--- src/overcurrent_pkg.sv ---
// constants for the over-current detection control block
package overcurrent_pkg;
   // register offsets, chosen for this block
   localparam logic [3:0] MODE_SELECT_ADDR = 4'h0;
   localparam logic [3:0] DAC_CODE_ADDR = 4'h1;
   localparam logic [3:0] OFFSET_TRIM_ADDR = 4'h2;
   localparam logic [3:0] COMP_CTRL_ADDR = 4'h3;
   localparam logic [3:0] IRQ_STATUS_ADDR = 4'h4;
   localparam logic [3:0] IRQ_MASK_ADDR = 4'h5;
   localparam logic [3:0] PROT_STATUS_ADDR = 4'h6;
   // reset values
   localparam logic [7:0] MODE_SELECT_RESET = 8'hC2;
   localparam logic [7:0] DAC_CODE_RESET = 8'h00;
   localparam logic [7:0] OFFSET_TRIM_RESET = 8'h10;
   localparam logic [7:0] COMP_CTRL_RESET = 8'hF0;
   localparam logic [1:0] IRQ_MASK_RESET = 2'h0;
   // writable bits
   localparam logic [7:0] MODE_SELECT_MASK = 8'hE7;
   localparam logic [7:0] OFFSET_TRIM_MASK = 8'hDF;
   // field positions
   localparam int EDGE_HI = 7;
   localparam int EDGE_LO = 6;
   localparam int CMP1_SEL_BIT = 5;
   localparam int GAIN_HI = 2;
   localparam int CAL_REF_BIT = 7;
   localparam int CAL_MODE_BIT = 6;
   localparam int TRIM_HI = 4;
   localparam int CMP0_ON_BIT = 0;
   localparam int IRQ_LIMIT_BIT = 0;
   localparam int IRQ_CMP0_BIT = 1;
   // edge codes
   localparam logic [1:0] EDGE_OFF = 2'h0;
   localparam logic [1:0] EDGE_RISE = 2'h1;
   localparam logic [1:0] EDGE_FALL = 2'h2;
   localparam logic [1:0] EDGE_BOTH = 2'h3;
   typedef enum logic [2:0] {
      GAIN_OFF = 3'b000,
      GAIN_X5 = 3'b001,
      GAIN_X10 = 3'b010,
      GAIN_X20 = 3'b011,
      GAIN_X1 = 3'b111
   } gain_t;
endpackage

--- src/overcurrent_detect_control.sv ---
// over-current detection control: registers, interrupts and drive cut-off
//
// Notes on behaviour
// - edge field: 00 off incl. DAC, 01 rising, 10 falling, 11 both.
// - dual-edge code still interrupts but never trips the protection.
// - comparator 1 positive input: pin when clear, amplifier output when set.
// - gain 000 off, 001 x5, 010 x10, 011 x20, 111 x1, rest undefined.
// - mode register bits 4 and 3 always read zero.
// - reference DAC runs only while the edge field is nonzero.
// - DAC code is 8-bit read/write, reset zero, linear in 256 steps.
// - calibration reference: inverting input when clear, non-inverting set.
// - amplifier mode bit: normal when clear, offset calibration when set.
// - five-bit trim, 00000 min, 10000 centre, 11111 max, resets centre.
// - calibration register bit 5 always reads zero.
// - two interrupt sources: ADC limit and comparator 0 edges.
// - over-current switches the motor drive outputs off at once.
// - comparator on bit cleared powers it down and holds it inactive.
`timescale 1ns/100ps
module overcurrent_detect_control (
   input wire logic sys_clk,
   input wire logic nrst,
   input wire logic [3:0] reg_addr,
   input wire logic [7:0] reg_wdata,
   input wire logic reg_write,
   input wire logic reg_read,
   output logic [7:0] reg_rdata,
   input wire logic comparator_zero_out,
   input wire logic adc_limit_event,
   input wire logic [5:0] drive_in,
   output logic [5:0] drive_out,
   output logic comparator_zero_interrupt,
   output logic adc_limit_interrupt,
   output logic irq,
   output logic [7:0] dac_level,
   output logic dac_enable,
   output logic [3:0] comparator_on_bit,
   output logic [3:0] comparator_hysteresis,
   output logic comparator_one_positive_select,
   output logic [2:0] amplifier_gain_field,
   output logic amplifier_enable,
   output logic calibration_reference_select,
   output logic amplifier_calibration_mode,
   output logic [4:0] offset_trim_code
);
   logic [7:0] overcurrent_mode_select;
   logic [7:0] reference_dac_code;
   logic [7:0] amplifier_offset_trim;
   logic [7:0] comparator_control;
   logic [1:0] irq_status;
   logic [1:0] irq_mask;
   logic tripped;
   logic cmp_meta;
   logic cmp_sync;
   logic cmp_last;
   logic lim_meta;
   logic lim_sync;
   logic lim_last;
   logic [1:0] edge_field;
   logic cmp_active;
   logic rise;
   logic fall;
   logic cmp_event;
   logic lim_event;
   logic trip_event;
   logic [7:0] next_rdata;

   assign edge_field = overcurrent_mode_select[overcurrent_pkg::EDGE_HI:
                                               overcurrent_pkg::EDGE_LO];
   // comparator counts only when powered and its edge field is nonzero
   assign cmp_active = comparator_control[overcurrent_pkg::CMP0_ON_BIT] &&
                       edge_field != overcurrent_pkg::EDGE_OFF;

   // two flops before any logic reads the analog comparator level
   always_ff @(posedge sys_clk or negedge nrst) begin
      if (!nrst) begin
         cmp_meta <= 1'b0;
         cmp_sync <= 1'b0;
         cmp_last <= 1'b0;
         lim_meta <= 1'b0;
         lim_sync <= 1'b0;
         lim_last <= 1'b0;
      end else begin
         cmp_meta <= comparator_zero_out;
         cmp_sync <= cmp_meta;
         // held low while off so power-up is not seen as a falling edge
         cmp_last <= cmp_active ? cmp_sync : 1'b0;
         lim_meta <= adc_limit_event;
         lim_sync <= lim_meta;
         lim_last <= lim_sync;
      end
   end

   assign rise = cmp_active && cmp_sync && !cmp_last;
   assign fall = cmp_active && !cmp_sync && cmp_last &&
                 comparator_control[overcurrent_pkg::CMP0_ON_BIT];
   always_comb begin
      case (edge_field)
         overcurrent_pkg::EDGE_RISE: cmp_event = rise;
         overcurrent_pkg::EDGE_FALL: cmp_event = fall;
         overcurrent_pkg::EDGE_BOTH: cmp_event = rise || fall;
         default: cmp_event = 1'b0;
      endcase
   end
   assign lim_event = lim_sync && !lim_last;
   // comparator edges in dual-edge mode never trip the drive; limit events always do
   assign trip_event = (cmp_event &&
                        edge_field != overcurrent_pkg::EDGE_BOTH) ||
                       lim_event;

   assign comparator_zero_interrupt = cmp_event;
   assign adc_limit_interrupt = lim_event;

   // latched trip; cleared by reading the protection status register
   always_ff @(posedge sys_clk or negedge nrst) begin
      if (!nrst) begin
         tripped <= 1'b0;
      end else if (trip_event) begin
         tripped <= 1'b1;
      end else if (reg_read &&
                   reg_addr == overcurrent_pkg::PROT_STATUS_ADDR) begin
         tripped <= 1'b0;
      end
   end
   // trip acts combinationally so the drive stops in the same cycle
   assign drive_out = (tripped || trip_event) ? 6'h00 : drive_in;

   always_ff @(posedge sys_clk or negedge nrst) begin
      if (!nrst) begin
         overcurrent_mode_select <= overcurrent_pkg::MODE_SELECT_RESET;
      end else if (reg_write &&
                   reg_addr == overcurrent_pkg::MODE_SELECT_ADDR) begin
         overcurrent_mode_select <= reg_wdata &
                                    overcurrent_pkg::MODE_SELECT_MASK;
      end
   end

   always_ff @(posedge sys_clk or negedge nrst) begin
      if (!nrst) begin
         reference_dac_code <= overcurrent_pkg::DAC_CODE_RESET;
      end else if (reg_write &&
                   reg_addr == overcurrent_pkg::DAC_CODE_ADDR) begin
         reference_dac_code <= reg_wdata;
      end
   end

   always_ff @(posedge sys_clk or negedge nrst) begin
      if (!nrst) begin
         amplifier_offset_trim <= overcurrent_pkg::OFFSET_TRIM_RESET;
      end else if (reg_write &&
                   reg_addr == overcurrent_pkg::OFFSET_TRIM_ADDR) begin
         amplifier_offset_trim <= reg_wdata &
                                  overcurrent_pkg::OFFSET_TRIM_MASK;
      end
   end

   always_ff @(posedge sys_clk or negedge nrst) begin
      if (!nrst) begin
         comparator_control <= overcurrent_pkg::COMP_CTRL_RESET;
      end else if (reg_write &&
                   reg_addr == overcurrent_pkg::COMP_CTRL_ADDR) begin
         comparator_control <= reg_wdata;
      end
   end

   always_ff @(posedge sys_clk or negedge nrst) begin
      if (!nrst) begin
         irq_mask <= overcurrent_pkg::IRQ_MASK_RESET;
      end else if (reg_write &&
                   reg_addr == overcurrent_pkg::IRQ_MASK_ADDR) begin
         irq_mask <= reg_wdata[1:0];
      end
   end

   // sticky status: read clears, but a same-cycle event wins
   always_ff @(posedge sys_clk or negedge nrst) begin
      if (!nrst) begin
         irq_status <= 2'h0;
      end else begin
         if (reg_read && reg_addr == overcurrent_pkg::IRQ_STATUS_ADDR) begin
            irq_status <= {cmp_event, lim_event};
         end else begin
            irq_status <= irq_status | {cmp_event, lim_event};
         end
      end
   end
   assign irq = |(irq_status & irq_mask);

   always_comb begin
      case (reg_addr)
         overcurrent_pkg::MODE_SELECT_ADDR:
            next_rdata = overcurrent_mode_select;
         overcurrent_pkg::DAC_CODE_ADDR: next_rdata = reference_dac_code;
         overcurrent_pkg::OFFSET_TRIM_ADDR:
            next_rdata = amplifier_offset_trim;
         overcurrent_pkg::COMP_CTRL_ADDR: next_rdata = comparator_control;
         overcurrent_pkg::IRQ_STATUS_ADDR: next_rdata = {6'h00, irq_status};
         overcurrent_pkg::IRQ_MASK_ADDR: next_rdata = {6'h00, irq_mask};
         overcurrent_pkg::PROT_STATUS_ADDR:
            next_rdata = {6'h00, cmp_sync, tripped};
         default: next_rdata = 8'h00;
      endcase
   end

   always_ff @(posedge sys_clk or negedge nrst) begin
      if (!nrst) begin
         reg_rdata <= 8'h00;
      end else if (reg_read) begin
         reg_rdata <= next_rdata;
      end else begin
         reg_rdata <= 8'h00;
      end
   end

   // analog controls; DAC code shown as written, gated by its enable
   assign dac_enable = edge_field != overcurrent_pkg::EDGE_OFF;
   assign dac_level = dac_enable ? reference_dac_code : 8'h00;
   assign comparator_on_bit = {comparator_control[3:1], cmp_active};
   assign comparator_hysteresis = comparator_control[7:4];
   assign comparator_one_positive_select =
      overcurrent_mode_select[overcurrent_pkg::CMP1_SEL_BIT];
   assign amplifier_gain_field =
      overcurrent_mode_select[overcurrent_pkg::GAIN_HI:0];
   assign amplifier_enable = amplifier_gain_field !=
                             overcurrent_pkg::GAIN_OFF;
   assign calibration_reference_select =
      amplifier_offset_trim[overcurrent_pkg::CAL_REF_BIT];
   assign amplifier_calibration_mode =
      amplifier_offset_trim[overcurrent_pkg::CAL_MODE_BIT];
   assign offset_trim_code =
      amplifier_offset_trim[overcurrent_pkg::TRIM_HI:0];
endmodule

--- config.mk ---
export PLATFORM = sky130hd
export DESIGN_NAME = overcurrent_detect_control
export DESIGN_NICKNAME = d
export VERILOG_FILES = /design/src/overcurrent_pkg.sv /design/src/overcurrent_detect_control.sv
export SDC_FILE = /design/constraint.sdc
export NUM_CORES = 1
export LEC_CHECK = 0
export BUFFER_PORTS_ARGS = -buffer_cell sky130_fd_sc_hd__buf_2
export CAP_MARGIN = 20
export CELL_PAD_IN_SITES_DETAIL_PLACEMENT = 1
export CELL_PAD_IN_SITES_GLOBAL_PLACEMENT = 2
export CORE_ASPECT_RATIO = 0.5
export CORE_UTILIZATION = 34
export CTS_CLUSTER_DIAMETER = 60
export DETAILED_ROUTE_END_ITERATION = 6
export PLACE_DENSITY = 0.88
export SLEW_MARGIN = 40
export SYNTH_ARGS = -nofsm -noshare
export SYNTH_HDL_FRONTEND = slang
export SYNTH_SLANG_ARGS = --single-unit
--- constraint.sdc ---
create_clock -name sys_clk -period 1.59 [get_ports sys_clk]
set_input_delay 0.0795 -clock sys_clk [delete_from_list [all_inputs] [get_ports sys_clk]]
set_output_delay 0.0795 -clock sys_clk [all_outputs]
set_load 0.005 [all_outputs]
==> out/results.ini <==
[layout]
syn_to_final_growth_pct = 28.2
drive_gt1_frac = 0.592
n_antenna_cell = 0
num-nets-final = 268
nFillCells = 731
post-route-util = 0.453

[floorplanning]
io_pins = 70
dieHeight_um = 61.0
placementRows = 21
start_util = 0.354
dieWidth_um = 120
fp.coreArea_sq_um = 6700
dieArea_sq_um = 7320

[timing]
tightest_slew_ns = 0.610
rsz0062_at_grt = true
drv_slew = 0
period_share = 1.08
finalWorstSetupSlack_ns = -0.123
fin_hold_ws_ns = 0.0537
fmax_mhz = 584
finalHoldViolCount = 0
finalCriticalPeriod_ns = 1.71
final.setup_skew_ns = 0.00653
slew_headroom = 0.593
setup_violations = 6

[yosys]
yosysMostFrequentCell = dfrtp_1
yosys-top-cells-count = dfrtp_1 (40), mux2_2 (33), buf_4 (12)
syn_area_sq_um = 2370
async_reset_ff_frac = 1.00
synth-compound-area-share = 0.0460
synth_top_area_frac = 0.423
synthCells = 177
synth_fp_nets = 201
muxShareOfSynthArea = 0.210
yosys.area_share.simple = 0.161
ys_seq_area_frac = 0.511
synth_flop_cell = dfrtp_1
synth-edff-count = 0
synthAdderAreaFrac = 0
synth_top_family_by_area = multiplexers
yosysTopAreaCell = dfrtp_1
syn_area_per_cell_sq_um = 13.4
ys_ff_latch = 48
synthTopCellsByArea = dfrtp_1 (42%), mux2_2 (16%), dfstp_2 (8.9%)
synthXorXnorAreaFrac = 0
yosys_warnings = 0
ys_types = 39

[status]
violations = negative setup slack
outcome = complete, but fails checks

[drt]
drc = 0
viasPerCell = 5.24
wirelength_mm = 6.74
routed-via-count = 1766
initialDrtViolationCount = 50
first_pass_iters = 4
routedWlPerCell_um = 20.0
final_antenna_net_count = 0

[placement]
dpl.hpwl_mm = 4.53
place.gp.congestion = 0.757
numPortBuffers = 69

[clocking]
cts-htree-levels = 2
cts_tree = yes
numCtsBuffers = 5
cts_buffer_depth = 2
cts.reportedPaths.clkPinSlew_ns = 0.07
clock_sinks = 48
clockRootBuffer = clkbuf_16
clk_latency_ns = 0.29

[grt]
grt_overflow = 0
grt_pass1_vias = 1862
grt_max_degree = 26
antenna_found_initial = 0
grt_usage = 0.191
grt_pass1_wl_mm = 10.2

[critical_path]
cp_top_family = flip-flops
critPathKind = register to output pin
crit_buf_inv = 1
cp.required_ns = 1.51
cp-end-kind = output pin
worst_path_max_delay_cell = dfstp_2
worstSetupStartpointType = register
crit_arrival_ns = 1.63
crit_path_cell_trace = nor4bb_4 > o21a_4 > nor4b_4 > buf_2
max_stage_delay_ns = 0.59
path_max_fanout = 7

[pwr]
p_per_area_nw_per_um2 = 1210
leakagePower_nw = 1.40
ir_drop_mv = 0.522

[hold_path]
hold_path.class = primary input to register

[flow_run]
max_cap_viol_count = 0

logic make-up (layout without fill, tap and decap cells):
logic type | count (synthesis) | after routing
buffers and inverters | 23 | 90
AOI/OAI and AO/OA | 14 | 14
muxes | 40 | 40
and+or+nand+nor | 52 | 53
DFF | 48 | 48
metrics by stage:
stage | instance area [sq um] | std cells | setup slack, ns | TNS (ns) | total power [mW]
after floorplan | 2370 | 177 | 0.374 | 0 | 2.16
after global placement | 2730 | 323 | 0.151 | 0 | 2.43
after detailed placement | 2730 | 323 | 0.0189 | 0 | 2.48
after CTS | 3000 | 336 | -0.0944 | -0.479 | 3.63
after global routing | 3040 | 337 | -0.181 | -0.998 | 3.83
final | 3040 | 337 | -0.123 | -0.717 | 3.66
flip-flops by register name, summed over array words and instances, names as in the netlist:
name                     flops
cmp_last                     1
tripped                      1
lim_last                     1
overcurrent_mode_select      6
cmp_meta                     1
comparator_control           8
lim_sync                     1
irq_mask                     2
irq_status                   2
amplifier_offset_trim        7
reg_rdata                    8
reference_dac_code           8
cmp_sync                     1
lim_meta                     1
layout by cell type, fill, tap and decap left out, types with 3 or more instances in the layout:
cell           netlist  final
a211o_1              3      3
a32oi_1              3      3
and2_1               9      9
and3_1               6      6
buf_2                2     68
buf_4               12      7
clkbuf_16            0      5
dfrtp_1             40     39
dfstp_2              8      8
dlygate4sd3_1        0      3
mux2_2              33     33
mux4_2               3      3
nand3_1              3      3
nand3b_1             7      7
nor2_1               4      4
nor4b_2              0      4
metal layers:
layer / GRT usage / wire, um / vias up / share of wire
met2: 0.344 / 3360 / 48 / 0.50
met1: 0.232 / 2920 / 926 / 0.43
met5: 0 / 0 / - / 0
met3: 0.0537 / 360 / 10 / 0.053
met4: 0.0554 / 97 / 0 / 0.014
li1: - / - / 782 / -
path summary, 6_finish.rpt:
check                                                  startpoint                                     end  slack, ns  cells past startpoint
setup / recovery           overcurrent_mode_select[7]$_DFFE_PN1P_                            drive_out[3]      -0.12                      4
max in group asynchronous                                    nrst  overcurrent_mode_select[1]$_DFFE_PN1P_       0.63                      3
setup reg to reg                              tripped$_DFFE_PN0P_                  reg_rdata[0]$_DFF_PN0_       0.13                      3
min in group asynchronous                                    nrst       reference_dac_code[6]$_DFFE_PN0P_       0.34                      2
hold reg to reg                                cmp_meta$_DFF_PN0_                      cmp_sync$_DFF_PN0_       0.35                      0
hold / removal                                       reg_wdata[4]       reference_dac_code[4]$_DFFE_PN0P_       0.05                      2
timing repair:
action / CTS / global route
pin swaps: 3 / 2
resized for setup: 16 / 5
setup buffers: 2 / 0
hold endpoints to repair: 20 / 0
gates cloned: 0 / 1
endpoints found under the setup margin: 6 / 11
hold buffers: 3 / 0
cell type report:
class                           count  area [sq um]  area share
Tap cell                           92           115      0.0379
Multi-Input combinational cell    107          1090       0.360
Timing Repair Buffer               81           465       0.153
Sequential cell                    48          1210       0.399
Inverter                            1          3.75     0.00124
Clock buffer                        8           146      0.0482
power by group:
part           switching [mW]  internal (mW)  total [mW]
registers               0.210           1.48        1.69
clock network           0.450          0.629        1.08
logic                   0.379          0.515       0.895
Power figures use the tool's default switching activity.
